===== src/hw/hcs_pkg.sv =====
// Package holding offsets, field positions, reset values and timing of the host control bank.
`default_nettype none
package hcs_pkg;
	localparam logic [3:0] ADDR_SUBSYS_RST = 4'h0;
	localparam logic [3:0] ADDR_IRQ_PANEL  = 4'h2;
	localparam logic [3:0] ADDR_ENG_STAT   = 4'h2;
	localparam logic [3:0] ADDR_CLK_DIO    = 4'h4;
	localparam logic [3:0] ADDR_CARD_IN    = 4'h6;
	localparam logic [3:0] ADDR_RX_STAT    = 4'h6;
	localparam logic [3:0] ADDR_SW_STAT    = 4'h8;
	localparam logic [7:0] CTRL_RESET      = 8'h00;
	localparam int         BIT_HMR         = 7;
	localparam int         BIT_MUTE_N      = 5;
	localparam int         BIT_VIEW_SEL    = 5;
	localparam logic [1:0] WCS_INT_44K1    = 2'h0;
	localparam logic [1:0] WCS_INT_48K     = 2'h1;
	localparam logic [1:0] WCS_EXTERNAL    = 2'h2;
	localparam logic [1:0] WCS_DISABLED    = 2'h3;
	localparam int         CLK_HZ          = 50000000;
	localparam real        POR_DELAY_S     = 0.75;
	localparam int         POR_CYCLES      = int'(POR_DELAY_S * CLK_HZ);
	localparam int         WDOG_CYCLES     = 100000;
	localparam int         PULSE_CYCLES    = 1000;
	localparam int         HMR_CLR_CYCLES  = 16;
endpackage
`default_nettype wire


===== src/hw/hcs_if.sv =====
// Interface joining the host CPU I/O bus to the control and status bank.
`timescale 1ns/1ps
`default_nettype none
interface hcs_if;
	logic [3:0] addr;
	logic [7:0] wdata;
	logic [7:0] rdata;
	logic       wr;
	logic       rd;
	logic       kick;
	modport dev (input addr, input wdata, input wr, input rd, input kick,
		output rdata);
	modport host (output addr, output wdata, output wr, output rd,
		output kick, input rdata);
endinterface
`default_nettype wire


===== src/hw/hcs_dev.sv =====
// Device end: control registers, status reads, reset sequencer and watchdog.
`timescale 1ns/1ps
`default_nettype none
//Contract
// - Undervoltage forces master reset at once.
// - Power-on waits delay, releases master and host CPU resets.
// - Software releases remaining sub-system resets.
// - Host reset bit fires full reset pulse.
// - Pulse starts on host bit rising edge.
// - Missed kick times out, fires reset.
// - Watchdog idle until first kick.
// - Pulse end reruns power-on release delay.
// - Control registers reset to all zero.
// - Host reset bit self-clears after delay.
// - Software pulses boot mode around DSP release.
// - Mute output starts asserted.
// - Register 0 bit layout.
// - Register 1 bit layout.
// - Register 2 bit layout.
// - Register 3 bit layout.
// - Status 1 bit layout.
// - Status 2 layout with view select.
// - Word-clock source encoding.
// - Software drives converter calibrate sequence.
module hcs_dev
#(
	parameter int POR_CYCLES     = hcs_pkg::POR_CYCLES,
	parameter int WDOG_CYCLES    = hcs_pkg::WDOG_CYCLES,
	parameter int PULSE_CYCLES   = hcs_pkg::PULSE_CYCLES,
	parameter int HMR_CLR_CYCLES = hcs_pkg::HMR_CLR_CYCLES
)
(
	input  wire logic       aclk,
	input  wire logic       aresetn,
	hcs_if.dev              io,
	input  wire logic       supply_low,
	output logic            master_reset_n,
	output logic            host_cpu_reset_n,
	output logic            digital_output_valid,
	output logic            mute_n,
	output logic            digital_io_reset_n,
	output logic            force_boot_mode,
	output logic            dsp_reset_n,
	output logic            effects_engine_reset_n,
	output logic            slave_cpu_reset_n,
	output logic            dsp_irq_mask_n,
	output logic            digin_irq_mask_n,
	output logic            panel_led_enable,
	output logic            converter_cal_n,
	output logic [2:0]      irq_priority,
	output logic [1:0]      wordclock_source_select,
	output logic            wordclock_run,
	output logic            wordclock_external,
	output logic            wordclock_48k,
	output logic            receiver_status_view_select,
	output logic [2:0]      tx_chan_status_n,
	output logic [1:0]      tx_frequency_control,
	output logic            card_register_select_n,
	output logic            card_driver_disable_n,
	output logic            professional_input_select,
	output logic            sram_map_select,
	output logic [3:0]      card_page_addr,
	input  wire logic [7:0] engine_flags,
	input  wire logic       pedal_conversion_done_n,
	input  wire logic       receiver_error_flag,
	input  wire logic [5:0] rx_freq_err,
	input  wire logic [5:0] rx_chan_status,
	input  wire logic [7:0] switch_card_flags
);
	// Every phase counter needs at least one cycle to make progress.
	if (POR_CYCLES < 1 || WDOG_CYCLES < 1 || PULSE_CYCLES < 1
		|| HMR_CLR_CYCLES < 1)
	begin
		$error("hcs_dev: timing counts must be at least one");
	end

	// ---------------------------------------------------------------
	// State.
	// ---------------------------------------------------------------
	typedef enum logic [1:0] {ST_PULSE, ST_DELAY, ST_RUN} hcs_rst_t;
	typedef struct packed {
		hcs_rst_t    st;
		logic [31:0] cnt;
		logic        armed;
		logic [31:0] wdog;
		logic        hmr_prev;
		logic [31:0] hclr;
		logic [7:0]  c0;
		logic [7:0]  c1;
		logic [7:0]  c2;
		logic [7:0]  c3;
		logic [7:0]  rdata;
	} hcs_dev_t;
	hcs_dev_t s_q;
	hcs_dev_t s_d;
	logic     sys_rst;

	// Control registers are cleared whenever the unit is in master reset.
	// A supply drop counts at once, so no output outlives the reset.
	assign sys_rst = (s_q.st != ST_RUN) || supply_low;

	always_comb
	begin
		s_d = s_q;
		s_d.hmr_prev = s_q.c0[hcs_pkg::BIT_HMR];
		unique case (s_q.st)
			ST_PULSE:
			begin
				if (s_q.cnt >= 32'(PULSE_CYCLES - 1) && !supply_low)
				begin
					s_d.st = ST_DELAY;
					s_d.cnt = '0;
				end
				else if (!supply_low)
					s_d.cnt = s_q.cnt + 32'h1;
			end
			ST_DELAY:
			begin
				if (s_q.cnt >= 32'(POR_CYCLES - 1))
				begin
					s_d.st = ST_RUN;
					s_d.cnt = '0;
				end
				else
					s_d.cnt = s_q.cnt + 32'h1;
			end
			ST_RUN:
				s_d.cnt = '0;
		endcase
		if (sys_rst)
		begin
			s_d.c0 = hcs_pkg::CTRL_RESET;
			s_d.c1 = hcs_pkg::CTRL_RESET;
			s_d.c2 = hcs_pkg::CTRL_RESET;
			s_d.c3 = hcs_pkg::CTRL_RESET;
			s_d.armed = 1'b0;
			s_d.wdog = '0;
			s_d.hclr = '0;
		end
		else
		begin
			if (io.wr)
			begin
				unique case (io.addr)
					hcs_pkg::ADDR_SUBSYS_RST: s_d.c0 = io.wdata;
					hcs_pkg::ADDR_IRQ_PANEL:  s_d.c1 = io.wdata;
					hcs_pkg::ADDR_CLK_DIO:    s_d.c2 = io.wdata;
					hcs_pkg::ADDR_CARD_IN:    s_d.c3 = io.wdata;
					default: ;
				endcase
			end
			if (io.kick)
			begin
				s_d.armed = 1'b1;
				s_d.wdog = '0;
			end
			else if (s_q.armed)
				s_d.wdog = s_q.wdog + 32'h1;
			if (s_q.c0[hcs_pkg::BIT_HMR])
			begin
				if (s_q.hclr >= 32'(HMR_CLR_CYCLES - 1))
				begin
					s_d.c0[hcs_pkg::BIT_HMR] = 1'b0;
					s_d.hclr = '0;
				end
				else
					s_d.hclr = s_q.hclr + 32'h1;
			end
			if ((s_q.c0[hcs_pkg::BIT_HMR] && !s_q.hmr_prev)
				|| (s_q.armed && s_q.wdog >= 32'(WDOG_CYCLES - 1)))
			begin
				s_d.st = ST_PULSE;
				s_d.cnt = '0;
			end
		end
		if (supply_low)
		begin
			s_d.st = ST_PULSE;
			s_d.cnt = '0;
		end
		s_d.rdata = 8'h00;
		if (io.rd)
		begin
			unique case (io.addr)
				hcs_pkg::ADDR_ENG_STAT: s_d.rdata = engine_flags;
				hcs_pkg::ADDR_RX_STAT:
					s_d.rdata = {pedal_conversion_done_n, receiver_error_flag,
						s_q.c2[hcs_pkg::BIT_VIEW_SEL] ? rx_chan_status
						: rx_freq_err};
				hcs_pkg::ADDR_SW_STAT: s_d.rdata = switch_card_flags;
				default: s_d.rdata = 8'h00;
			endcase
		end
	end

	always_ff @(posedge aclk)
	begin
		if (!aresetn)
		begin
			s_q <= '0;
			s_q.st <= ST_DELAY;
		end
		else
			s_q <= s_d;
	end

	// ---------------------------------------------------------------
	// Outputs; reads answer combinationally in the strobe cycle.
	// ---------------------------------------------------------------
	assign io.rdata = (io.rd && io.addr == hcs_pkg::ADDR_RX_STAT)
		? {pedal_conversion_done_n, receiver_error_flag,
		s_q.c2[hcs_pkg::BIT_VIEW_SEL] ? rx_chan_status : rx_freq_err}
		: (io.rd && io.addr == hcs_pkg::ADDR_ENG_STAT) ? engine_flags
		: (io.rd && io.addr == hcs_pkg::ADDR_SW_STAT) ? switch_card_flags
		: s_q.rdata;
	assign master_reset_n              = !sys_rst && !supply_low;
	assign host_cpu_reset_n            = master_reset_n;
	assign digital_output_valid        = s_q.c0[6];
	assign mute_n                      = s_q.c0[hcs_pkg::BIT_MUTE_N];
	assign digital_io_reset_n          = s_q.c0[4];
	assign force_boot_mode             = s_q.c0[3];
	assign dsp_reset_n                 = s_q.c0[2];
	assign effects_engine_reset_n      = s_q.c0[1];
	assign slave_cpu_reset_n           = s_q.c0[0];
	assign dsp_irq_mask_n              = s_q.c1[7];
	assign digin_irq_mask_n            = s_q.c1[6];
	assign panel_led_enable            = s_q.c1[5];
	assign converter_cal_n             = s_q.c1[4];
	assign irq_priority                = s_q.c1[2:0];
	assign wordclock_source_select     = s_q.c2[7:6];
	assign wordclock_run  = (s_q.c2[7:6] != hcs_pkg::WCS_DISABLED);
	assign wordclock_external = (s_q.c2[7:6] == hcs_pkg::WCS_EXTERNAL);
	assign wordclock_48k  = (s_q.c2[7:6] == hcs_pkg::WCS_INT_48K);
	assign receiver_status_view_select = s_q.c2[hcs_pkg::BIT_VIEW_SEL];
	assign tx_chan_status_n            = s_q.c2[4:2];
	assign tx_frequency_control        = s_q.c2[1:0];
	assign card_register_select_n      = s_q.c3[7];
	assign card_driver_disable_n       = s_q.c3[6];
	assign professional_input_select   = s_q.c3[5];
	assign sram_map_select             = s_q.c3[4];
	assign card_page_addr              = s_q.c3[3:0];
endmodule
`default_nettype wire


===== src/flat_wrapper.sv =====
// flat-port wrapper written by rule: the top's interface ports become plain ports
module hcs_dev_flat 
#(
	parameter int POR_CYCLES     = hcs_pkg::POR_CYCLES,
	parameter int WDOG_CYCLES    = hcs_pkg::WDOG_CYCLES,
	parameter int PULSE_CYCLES   = hcs_pkg::PULSE_CYCLES,
	parameter int HMR_CLR_CYCLES = hcs_pkg::HMR_CLR_CYCLES
)
  (aclk, aresetn, supply_low, master_reset_n, host_cpu_reset_n, digital_output_valid, mute_n, digital_io_reset_n, force_boot_mode, dsp_reset_n, effects_engine_reset_n, slave_cpu_reset_n, dsp_irq_mask_n, digin_irq_mask_n, panel_led_enable, converter_cal_n, irq_priority, wordclock_source_select, wordclock_run, wordclock_external, wordclock_48k, receiver_status_view_select, tx_chan_status_n, tx_frequency_control, card_register_select_n, card_driver_disable_n, professional_input_select, sram_map_select, card_page_addr, engine_flags, pedal_conversion_done_n, receiver_error_flag, rx_freq_err, rx_chan_status, switch_card_flags, io_addr, io_wdata, io_wr, io_rd, io_kick, io_rdata);
  hcs_if io_i ();
  input  wire logic aclk;
  input  wire logic aresetn;
  input  wire logic supply_low;
  output logic master_reset_n;
  output logic host_cpu_reset_n;
  output logic digital_output_valid;
  output logic mute_n;
  output logic digital_io_reset_n;
  output logic force_boot_mode;
  output logic dsp_reset_n;
  output logic effects_engine_reset_n;
  output logic slave_cpu_reset_n;
  output logic dsp_irq_mask_n;
  output logic digin_irq_mask_n;
  output logic panel_led_enable;
  output logic converter_cal_n;
  output logic [2:0] irq_priority;
  output logic [1:0] wordclock_source_select;
  output logic wordclock_run;
  output logic wordclock_external;
  output logic wordclock_48k;
  output logic receiver_status_view_select;
  output logic [2:0] tx_chan_status_n;
  output logic [1:0] tx_frequency_control;
  output logic card_register_select_n;
  output logic card_driver_disable_n;
  output logic professional_input_select;
  output logic sram_map_select;
  output logic [3:0] card_page_addr;
  input  wire logic [7:0] engine_flags;
  input  wire logic pedal_conversion_done_n;
  input  wire logic receiver_error_flag;
  input  wire logic [5:0] rx_freq_err;
  input  wire logic [5:0] rx_chan_status;
  input  wire logic [7:0] switch_card_flags;
  input wire logic [$bits(io_i.addr)-1:0] io_addr;
  input wire logic [$bits(io_i.wdata)-1:0] io_wdata;
  input wire logic [$bits(io_i.wr)-1:0] io_wr;
  input wire logic [$bits(io_i.rd)-1:0] io_rd;
  input wire logic [$bits(io_i.kick)-1:0] io_kick;
  output wire logic [$bits(io_i.rdata)-1:0] io_rdata;
  assign io_i.addr = io_addr;
  assign io_i.wdata = io_wdata;
  assign io_i.wr = io_wr;
  assign io_i.rd = io_rd;
  assign io_i.kick = io_kick;
  assign io_rdata = io_i.rdata;
  hcs_dev #(.POR_CYCLES(POR_CYCLES), .WDOG_CYCLES(WDOG_CYCLES), .PULSE_CYCLES(PULSE_CYCLES), .HMR_CLR_CYCLES(HMR_CLR_CYCLES)) u_core (.aclk(aclk), .aresetn(aresetn), .io(io_i), .supply_low(supply_low), .master_reset_n(master_reset_n), .host_cpu_reset_n(host_cpu_reset_n), .digital_output_valid(digital_output_valid), .mute_n(mute_n), .digital_io_reset_n(digital_io_reset_n), .force_boot_mode(force_boot_mode), .dsp_reset_n(dsp_reset_n), .effects_engine_reset_n(effects_engine_reset_n), .slave_cpu_reset_n(slave_cpu_reset_n), .dsp_irq_mask_n(dsp_irq_mask_n), .digin_irq_mask_n(digin_irq_mask_n), .panel_led_enable(panel_led_enable), .converter_cal_n(converter_cal_n), .irq_priority(irq_priority), .wordclock_source_select(wordclock_source_select), .wordclock_run(wordclock_run), .wordclock_external(wordclock_external), .wordclock_48k(wordclock_48k), .receiver_status_view_select(receiver_status_view_select), .tx_chan_status_n(tx_chan_status_n), .tx_frequency_control(tx_frequency_control), .card_register_select_n(card_register_select_n), .card_driver_disable_n(card_driver_disable_n), .professional_input_select(professional_input_select), .sram_map_select(sram_map_select), .card_page_addr(card_page_addr), .engine_flags(engine_flags), .pedal_conversion_done_n(pedal_conversion_done_n), .receiver_error_flag(receiver_error_flag), .rx_freq_err(rx_freq_err), .rx_chan_status(rx_chan_status), .switch_card_flags(switch_card_flags));
endmodule

===== config.mk =====
export PLATFORM = sky130hd
export DESIGN_NAME = hcs_dev_flat
export DESIGN_NICKNAME = d
export VERILOG_FILES = /design/src/hw/hcs_pkg.sv /design/src/hw/hcs_if.sv /design/src/hw/hcs_dev.sv /design/src/flat_wrapper.sv
export SDC_FILE = /design/constraint.sdc
export NUM_CORES = 1
export LEC_CHECK = 0
export BUFFER_PORTS_ARGS = -buffer_cell sky130_fd_sc_hd__buf_4
export CAP_MARGIN = 5
export CORE_AREA = 2 2 110 112
export CTS_CLUSTER_DIAMETER = 120
export DETAILED_ROUTE_END_ITERATION = 8
export DIE_AREA = 0 0 112 114
export PLACE_DENSITY = 0.89
export SETUP_SLACK_MARGIN = 0.3
export SLEW_MARGIN = 20
export SYNTH_ARGS = -nofsm -noshare
export SYNTH_HDL_FRONTEND = slang
export SYNTH_SLANG_ARGS = --single-unit
export TNS_END_PERCENT = 50

===== constraint.sdc =====
create_clock -name aclk -period 2.43 [get_ports aclk]
set_input_delay 0.1215 -clock aclk [delete_from_list [all_inputs] [get_ports aclk]]
set_output_delay 0.1215 -clock aclk [all_outputs]
set_load 0.02 [all_outputs]

==> qor.yml, run 1 <==
status: "complete, no violations"
worstSkewPairLatency_ps: 430
overflow: 0
vias: 5900
multi_input_area_sq_um: 3450
rr_startpoint: "u_core.s_q[121]$_SDFF_PP0_"
worstHoldStart: "switch_card_flags[4]"
clockBufferDepth: 2
avgSynthCellArea_sq_um: 8.59
syn_inst: 756
rsz0062_at_grt: "true"
powerDensity_nw_per_um2: 652
cp-end-kind: "flip-flop"
cpMaxStageDelayCell: "or3_4"
setup_viol: 0
slew_headroom: 0.586
dpl.hpwl_um: 10200
synth_common_cells: "139 x dfxtp_1, 103 x nor2_1, 66 x nand2_1"
critPathLaunchType: "flip-flop"
synth_top_area_cell: "dfxtp_1"
numCtsBuffers: 17
clockRootBuffer: "clkbuf_16"
synth_enable_flop_cells: 0
track_usage: 0.254
p_leak_nw: 3.01
cts_tree: "yes"
cp_max_fo: 18
syn-cell-area_sq_um: 6490
rows: 40
gp_congestion: 0.829
rrSetupSlack_ps: 340
maxCapViolations: 0
cp_cell_sequence: "or3_4 -> a2111o_1 -> a311o_1 -> a21oi_4 -> buf_12 -> nor3_1"
dieArea_sq_um: 12800
grt_pass1_wl_um: 26600
area_growth_pct: 24.7
yosysSeqAreaShare: 0.429
cts_sinks: 139
dp_cells: 962
fin_crit_sh: 0.860
fin_hold_ws_ps: 13.0
drc: 0
critical_path_class: "reg2reg"
ys.flop_type: "dfxtp_1"
worstMarginPinSlew_ps: 621
cpPeakStageDelay_ps: 410
drtAntennaViolNets: 0
finish.utilization: 0.692
finalNonFillerCells: 1015
synth_seq_cells: 139
finalCriticalPeriod_ps: 2090
drive_above_1_share: 0.213
die_h_um: 114
regArea_sq_um: 2790
yosysUniqueCellTypes: 59
via_per_inst: 5.81
yosys_warnings: 0
cp_data_arrival_time_ps: 2400
drt_iter0_drc: 290
synth.most_common_cell: "dfxtp_1"
nets: 909
clock_skew_ps: 5.27
fill_cells: 835
io_buffers: 90
grt_max_degree: 34
drt-pass1-iter-count: 5
ios: 91
hold_viol: 0
required_ps: 2740
drv_slew: 0
startpoint: "u_core.s_q[121]$_SDFF_PP0_"
max_freq_mhz: 479
h-tree-depth: 4
grt_pass1_vias: 5771
clkTransAtPathRegs_ps: 60
initial_utilization: 0.554
antenna_cells: 0
max-vdd-ir-drop_v: 0.000429
hold_path_class: "in2reg"
wire_per_inst_um: 15.9
drt-total-wl_um: 16200
core_area_sq_um: 11700
power_mw: 5.28
tns_ps: 0
antenna_found_initial: 0
netlist.area_leader.share: 0.429
die_width_um: 112
synthArstFlopShare: 0
synthTopCellsByArea: "dfxtp_1 43%, nor2_1 6.0%, xor2_1 4.9%"
[metal layers]
| layer | wire (um) | up-vias | GRT usage |
|---|---|---|---|
| li1 | - | 2866 | - |
| met1 | 6590 | 2762 | 0.296 |
| met2 | 7930 | 215 | 0.437 |
| met3 | 1060 | 57 | 0.0728 |
| met4 | 574 | 0 | 0.115 |
| met5 | 0 | - | 0 |
[registers in the layout, indices dropped and copies added, names as in the netlist, 2 cells and up]
signal	count
u_core.tx_frequency_control	2
u_core.tx_chan_status_n	3
u_core.s_q	108
u_core.wordclock_source_select	2
u_core.irq_priority	3
u_core.card_page_addr	4
[cells by family after synthesis]
group                    Yosys count  share of synthesized area
AO/OA/AOI/OAI                    105                      0.106
XOR/XNOR                          55                     0.0742
adder cells (fa/ha/maj)            6                     0.0116
buffers and inverters             67                     0.0511
flip-flops                       139                      0.429
multiplexers                      29                     0.0463
other                              1                   0.000578
AND/OR/NAND/NOR                  354                      0.282
[final timing paths]
check,end,cells past startpoint
min,u_core.s_q[4]$_SDFF_PN0_,3
max reg2reg,u_core.s_q[114]$_SDFF_PP0_,6
max,u_core.s_q[114]$_SDFF_PP0_,6
min reg2reg,u_core.s_q[106]$_SDFF_PP0_,1
[cell usage in the layout, fill, tap and decap left out, drive strengths merged, types with 9 or more instances in the layout]
cell         netlist  layout
inv               15      16
a21oi             51      51
nor4              19      19
clkbuf            29      18
mux2i             21      21
and4               9       9
nand3             45      45
xor2              36      36
xnor2             19      19
dfxtp            139     139
dlygate4sd3        0      19
buf               23     108
and3              12      12
nand2             66      66
nand4             33      33
nor3              36      36
nor2             103     103
[where the power goes]
part	switching (mW)	total (mW)	internal [mW]
Sequential	0.0101	2.30	2.29
Combinational	0.177	0.331	0.154
Clock	1.01	2.65	1.64
[worst max-delay path, delay by kind of cell (launching register included)]
kind	cells	cell delay [ps]
flops	1	360
simple gates	2	480
buf+inv	1	180
compound gates	3	960
[final cells by class]
class	count	area share
multi-input combinational	555	0.425
clock buffer	18	0.0542
clock inverter	14	0.0212
tap	147	0.0227
timing repair buffer	127	0.126
inverter	15	0.00695
sequential	139	0.344
[repair_timing]
action,CTS,global route
setup endpoints to repair,20,32
setup buffers,0,2
hold endpoints to repair,41,0
gates resized for setup,6,7
pin swaps,1,2
hold buffers,19,0
[stage by stage]
stage,area [sq um],setup slack (ps)
2_1_floorplan,6510,332
3_3_place_gp,7240,237
3_5_place_dp,7240,190
4_1_cts,8060,346
5_1_grt,8100,250
6_report,8100,341
Note: power is estimated with default switching activity, not from simulation.
==> run 2: changes to the inputs <==
ABC_AREA = 1   (was not set)
CORE_AREA = 2 2 112 114   (was 2 2 110 112)
DIE_AREA = 0 0 114 116   (was 0 0 112 114)
RECOVER_POWER = 25   (was not set)
==> run 2 against run 1 <==
Compared with the run above:
- flip-flop and latch count did not move
- synthesized area rose by 4.2%
- via count rose by 7.4%
- combinational power fell by 19%
- worst setup slack improved by 130 ps
- non-clock buffer count fell by 9
- highest routed layer unchanged
- clock-buffer cell count rose by 1
- wire length rose by 1.3%
==> qor.yml, run 2 <==
finalCriticalPeriod_ps: 1960  # was 2090 ps
synthTopCellsByArea: "dfxtp_1 41%, nand2_1 11%, nor2_1 7.4%"  # was dfxtp_1 43%, nor2_1 6.0%, xor2_1 4.9%
synth_common_cells: "192 x nand2_1, 139 x dfxtp_1, 134 x nor2_1"  # was 139 x dfxtp_1, 103 x nor2_1, 66 x nand2_1
drt_iter0_drc: 362  # was 290
fill_cells: 976  # was 835
dpl.hpwl_um: 11100  # was 10200 um
synth.most_common_cell: "nand2_1"  # was dfxtp_1
whs_path_depth: 5  # was 3
worstMarginPinSlew_ps: 548  # was 621 ps
dieArea_sq_um: 13200  # was 12800 sq um
netlist.area_leader.share: 0.411  # was 0.429
track_usage: 0.256  # was 0.254
numCtsBuffers: 17  # unchanged
area_growth_pct: 19.2  # was 24.7%
slew_headroom: 0.634  # was 0.586
stdcell_area_sq_um: 8070  # was 8100 sq um
antenna_cells: 0  # unchanged
yosys_warnings: 0  # unchanged
grt_pass1_vias: 6070  # was 5771
p_leak_nw: 2.94  # was 3.01 nW
required_ps: 2780  # was 2740 ps
clockRootBuffer: "clkbuf_16"  # unchanged
critical_path_class: "in2reg"  # was reg2reg
antenna_found_initial: 0  # unchanged
gp_congestion: 0.893  # was 0.829
largest_reg_flops: 108  # unchanged
powerDensity_nw_per_um2: 626  # was 652 nW/um^2
io_buffers: 90  # unchanged
drt-pass1-iter-count: 5  # unchanged
synth_top_area_cell: "dfxtp_1"  # unchanged
core_area_sq_um: 11900  # was 11700 sq um
drv_slew: 0  # unchanged
cts_sinks: 139  # unchanged
h-tree-depth: 4  # unchanged
ys.flop_type: "dfxtp_1"  # unchanged
rr_startpoint: "u_core.s_q[138]$_SDFF_PN1_"  # was u_core.s_q[121]$_SDFF_PP0_
layout_commonest_cell: "nand2_1"  # was dfxtp_1
rows: 40  # unchanged
syn_inst: 925  # was 756
nets: 1078  # was 909
synth_seq_cells: 139  # unchanged
drive_above_1_share: 0.146  # was 0.213
initial_utilization: 0.568  # was 0.554
status: "complete, no violations"  # unchanged
drt-total-wl_um: 16400  # was 16200 um
final_cell_mix: "192 x nand2_1, 139 x dfxtp_1, 135 x nor2_1, 81 x inv_1, 67 x nand3_1"  # was 137 x dfxtp_1, 106 x buf_4, 103 x nor2_1, 66 x nand2_1, 50 x a21oi_1
clockBufferDepth: 2  # unchanged
yosysUniqueCellTypes: 43  # was 59
worstHoldStart: "pedal_conversion_done_n"  # was switch_card_flags[4]
critPathLaunchType: "input pin"  # was flip-flop
hold_viol: 0  # unchanged
syn-cell-area_sq_um: 6770  # was 6490 sq um
regMostFlops: "u_core.s_q"  # unchanged
avgSynthCellArea_sq_um: 7.32  # was 8.59 sq um
cp-end-kind: "flip-flop"  # unchanged
drc: 0  # unchanged
ios: 91  # unchanged
hold_path_class: "in2reg"  # unchanged
grt_max_degree: 45  # was 34
vias: 6338  # was 5900
max-vdd-ir-drop_v: 0.000598  # was 0.000429 V
synthArstFlopShare: 0  # unchanged
cp_data_arrival_time_ps: 2310  # was 2400 ps
startpoint: "io_addr[3]"  # was u_core.s_q[121]$_SDFF_PP0_
tns_ps: 0  # unchanged
yosysSeqAreaShare: 0.411  # was 0.429
setup_viol: 0  # unchanged
via_per_inst: 5.35  # was 5.81
die_width_um: 114  # was 112 um
clkTransAtPathRegs_ps: 60  # about the same
placed_area_sq_um: 7450  # was 7240 sq um
fin_crit_sh: 0.808  # was 0.860
cp_max_fo: 9  # was 18
wire_per_inst_um: 13.8  # was 15.9 um
max_freq_mhz: 509  # was 479 MHz
rsz0062_at_grt: "false"  # was true
grt_pass1_wl_um: 27200  # was 26600 um
overflow: 0  # unchanged
maxCapViolations: 0  # unchanged
worstSkewPairLatency_ps: 430  # about the same
clock_skew_ps: 11.6  # was 5.27 ps
die_h_um: 116  # was 114 um
power_mw: 5.05  # was 5.28 mW
synth_enable_flop_cells: 0  # unchanged
cts_tree: "yes"  # unchanged
drtAntennaViolNets: 0  # unchanged
worst_r2r_path_depth: 9  # was 6
run 2: report_power, final:
part / internal, mW / total (mW) / switching (mW) / leakage [nW]
Clock: 1.43 / 2.48 / 1.05 / 0.276
Combinational: 0.113 / 0.269 / 0.156 / 1.54
Sequential: 2.29 / 2.30 / 0.00715 / 1.12
Total: 3.84 / 5.05 / 1.21 / 2.94
run 2: worst paths after layout:
path,end,slack (ps)
setup reg to reg,u_core.s_q[86]$_SDFFE_PP0P_,470
hold / removal,u_core.s_q[7]$_SDFF_PN0_,10
hold reg to reg,u_core.s_q[49]$_SDFFE_PP0P_,440
setup / recovery,u_core.s_q[0]$_SDFF_PN0_,470
run 2: worst max-delay path, stage by stage:
cell and delay [ps]:
clkbuf_4 110, inv_1 150, nand3_1 180, nor2_1 430, clkbuf_1 410, a221oi_1 170
dlygate4sd3_1 600, nor2_1 130
run 2: cell families after synthesis:
logic type | Yosys count | synth area share
buffers and inverters | 133 | 0.0895
other | 1 | 0.000554
AO/OA/AOI/OAI | 93 | 0.0769
adder cells (fa/ha/maj) | 6 | 0.0111
multiplexers | 4 | 0.00592
AND/OR/NAND/NOR | 512 | 0.357
flip-flops | 139 | 0.411
XOR/XNOR | 37 | 0.0479
run 2: area by class of cell:
class / instances / area (sq um) / share of cell area
repair buffers: 118 / 798 / 0.0989
inverters: 90 / 339 / 0.0420
clock buffers: 19 / 433 / 0.0537
clock inverters: 13 / 133 / 0.0164
flip-flops and latches: 139 / 2780 / 0.345
multi-input cells: 658 / 3400 / 0.421
well taps: 147 / 184 / 0.0228
run 2: metrics by stage:
stage	std cells	hold slack, ps	worst slack [ps]	utilization
global route	1184	8.61	282	0.677
finish	1184	10.6	467	0.677
detailed placement	1133	348	496	0.625
global placement	1133	346	573	0.625
floorplan	930	191	798	-
CTS	1184	0.157	487	0.689
run 2: metal layers:
metal  share of wire  GRT usage  routed length [um]  up-vias
met2            0.49      0.431                8070      224
met5               0          0                   0        -
met1            0.41      0.310                6650     2882
met3           0.071     0.0638                1160       43
met4           0.030      0.120                 492        0
li1                -          -                   -     3189
run 2: timing repair:
action                                  in CTS  in global routing
resized for setup                            0                  1
buffers inserted                             0                  0
endpoints found under the hold margin       21                  0
hold buffers                                19                  0
endpoints found under the setup margin       0                  1
==> run 3: changes to the inputs <==
ABC_AREA = 0   (was 1)
CORE_AREA = 2 2 115 117   (was 2 2 112 114)
DIE_AREA = 0 0 117 119   (was 0 0 114 116)
PLACE_DENSITY = 0.86   (was 0.89)
clock period = 1.7 ns   (was 2.43 ns; I/O delays follow)
==> run 3 against run 2 <==
Compared with the run above:
- the flow now finishes with violations (setup timing)
- via count grew 19%
- register-to-register slack lost 930 ps
- first-iteration DRC count grew to 3.0 times the previous value
- critical path type is now reg2reg
==> qor.yml, run 3 (synthesized netlist as in run 1, its figures left out) <==
cpMaxStageDelayCell: "o41a_1"  # was dlygate4sd3_1
clockBufferDepth: 2  # unchanged
finalCriticalPeriod_ps: 2170
drv_slew: 0  # unchanged
dp_slack_ps: -290  # was 496 ps
clock_skew_ps: 17.8  # was 11.6 ps
p_leak_nw: 3.85  # was 2.94 nW
drtAntennaViolNets: 0  # unchanged
critPathLaunchType: "flip-flop"  # was input pin
multi_input_area_sq_um: 4420  # was 3400 sq um
seq_power_share: 0.424  # was 0.455
cp_data_arrival_time_ps: 2510  # was 2310 ps
hold_path_class: "in2reg"  # unchanged
setup_viol: 83  # was 0
layout_commonest_cell: "buf_4"  # was nand2_1
required_ps: 2050  # was 2780 ps
antenna_found_initial: 2  # was 0
dieArea_sq_um: 13900  # was 13200 sq um
intPower_mw: 5.82  # was 3.84 mW
dpl.hpwl_um: 11700  # was 11100 um
largest_reg_flops: 108  # unchanged
drt-total-wl_um: 28400  # was 16400 um
hold_viol: 0  # unchanged
clkTransAtPathRegs_ps: 70  # was 60 ps
rows: 42  # was 40
h-tree-depth: 4  # unchanged
drc: 0  # unchanged
cp_cell_sequence: "nor4_4 -> nand4_1 -> o41a_1 -> a21o_1 -> buf_12 -> nor3_2"  # was clkbuf_4 -> inv_1 -> nand3_1 -> nor2_1 -> clkbuf_1 -> a221oi_1 -> dlygate4sd3_1 -> nor2_1
worstMarginPinSlew_ps: 789  # was 548 ps
placed_area_sq_um: 8130  # was 7450 sq um
powerDensity_nw_per_um2: 756  # was 626 nW/um^2
max_freq_mhz: 462
drt_iter0_drc: 1078  # was 362
ios: 91  # unchanged
cp-end-kind: "flip-flop"  # unchanged
drive_above_1_share: 0.449  # was 0.146
max-vdd-ir-drop_v: 0.000794  # was 0.000598 V
rsz0062_at_grt: "true"  # was false
initial_utilization: 0.504  # was 0.568
fill_cells: 656  # was 976
grt_pass1_wl_um: 37100  # was 27200 um
cts_tree: "yes"  # unchanged
status: "complete, but fails checks"  # was complete, no violations
vias: 7549  # was 6338
regMostFlops: "u_core.s_q"  # unchanged
dp_cells: 1065  # was 1133
worstSkewPairLatency_ps: 450  # was 430 ps
switching_power_mw: 1.92  # was 1.21 mW
pwr-share-clk: 0.493  # was 0.492
nets: 1028  # was 1078
io_buffers: 90  # unchanged
pwr-share-comb: 0.083  # was 0.053
cp_max_fo: 26  # was 9
finalNonFillerCells: 1163  # was 1184
numCtsBuffers: 17  # unchanged
die_h_um: 119  # was 116 um
critPathBufInv: 1  # was 4
via_per_inst: 6.49  # was 5.35
clockRootBuffer: "clkbuf_16"  # unchanged
fin_crit_sh: 1.27
gp_congestion: 0.849  # was 0.893
final_cell_mix: "159 x buf_4, 93 x dfxtp_1, 66 x nor2_1, 56 x nand2_1"  # was 192 x nand2_1, 139 x dfxtp_1, 135 x nor2_1, 81 x inv_1, 67 x nand3_1
slew_headroom: 0.472  # was 0.634
die_width_um: 117  # was 114 um
violations: "setup timing"
critical_path_class: "reg2reg"  # was in2reg
grt_max_degree: 32  # was 45
wire_per_inst_um: 24.4  # was 13.8 um
cpPeakStageDelay_ps: 500  # was 600 ps
stdcell_area_sq_um: 10200  # was 8070 sq um
maxCapViolations: 0  # unchanged
power.share.switching: 0.248  # was 0.240
area_growth_pct: 57.7  # was 19.2%
cts_sinks: 139  # unchanged
track_usage: 0.342  # was 0.256
fin_ws_ps: -467  # was 467 ps
core_area_sq_um: 12900  # was 11900 sq um
overflow: 0  # unchanged
drt-pass1-iter-count: 8  # was 5
regArea_sq_um: 2870  # was 2780 sq um
cp_top_family: "simple AND/OR/NAND/NOR gates"  # was buffers and inverters
grt_pass1_vias: 7409  # was 6070
run 3: stage by stage:
| step | hold WS, ps | power, mW | utilization | setup TNS (ps) |
|---|---|---|---|---|
| 6_report | 43.7 | 7.74 | 0.795 | -18930 |
| 5_1_grt | 50.7 | 7.84 | 0.795 | -25270 |
| 4_1_cts | 21.3 | 7.52 | 0.754 | -7230 |
| 3_5_place_dp | 321 | 3.82 | 0.631 | -7040 |
| 3_3_place_gp | 314 | 3.81 | 0.631 | -6540 |
| 2_1_floorplan | 156 | 3.63 | - | -6430 |
run 3: layout make-up:
| class | instances | share of cell area |
|---|---|---|
| Multi-Input combinational cell | 555 | 0.431 |
| Inverter | 15 | 0.00550 |
| Antenna cell | 1 | 0.000244 |
| Clock inverter | 9 | 0.0112 |
| Tap cell | 176 | 0.0215 |
| Sequential cell | 139 | 0.280 |
| Clock buffer | 22 | 0.0463 |
| Timing Repair Buffer | 246 | 0.204 |
run 3: worst paths after layout:
path	startpoint	end	slack, ps	cells after the start
max	u_core.s_q[135]$_SDFF_PP0_	u_core.s_q[120]$_SDFF_PP0_	-470	6
min	aresetn	u_core.s_q[72]$_SDFF_PN0_	40	3
max reg2reg	u_core.s_q[135]$_SDFF_PP0_	u_core.s_q[120]$_SDFF_PP0_	-470	6
min reg2reg	u_core.irq_priority[1]$_SDFFE_PP0P_	u_core.irq_priority[1]$_SDFFE_PP0P_	460	2
run 3: layer usage:
layer | vias up | share of wire | track usage | routed length (um)
met4 | 2 | 0.085 | 0.193 | 2410
met3 | 245 | 0.090 | 0.0982 | 2550
li1 | 3107 | - | - | -
met1 | 3556 | 0.34 | 0.358 | 9530
met5 | - | 0.00042 | 0 | 12
met2 | 639 | 0.49 | 0.602 | 13900
run 3: power groups by stage:
stage,Combinational (mW),Sequential (mW),Clock [mW]
after global routing,0.662,3.28,3.90
after global placement,0.453,3.36,0
final,0.643,3.28,3.82
after CTS,0.557,3.28,3.68
after detailed placement,0.461,3.36,0
after floorplan,0.272,3.36,0
run 3: repair_timing:
item	4_1_cts	5_1_grt
gates resized for setup	149	100
buffers inserted	23	13
hold endpoints to repair	41	0
setup endpoints to repair	103	128
pin swaps	94	51
cloned	1	3
hold buffers	26	0
run 3: worst register-to-register path, stage by stage, from the launching register on:
cell     delay, ps
dfxtp_1        350
nor4_4         360
nand4_1        240
o41a_1         500
a21o_1         210
buf_12         180
nor3_2         250
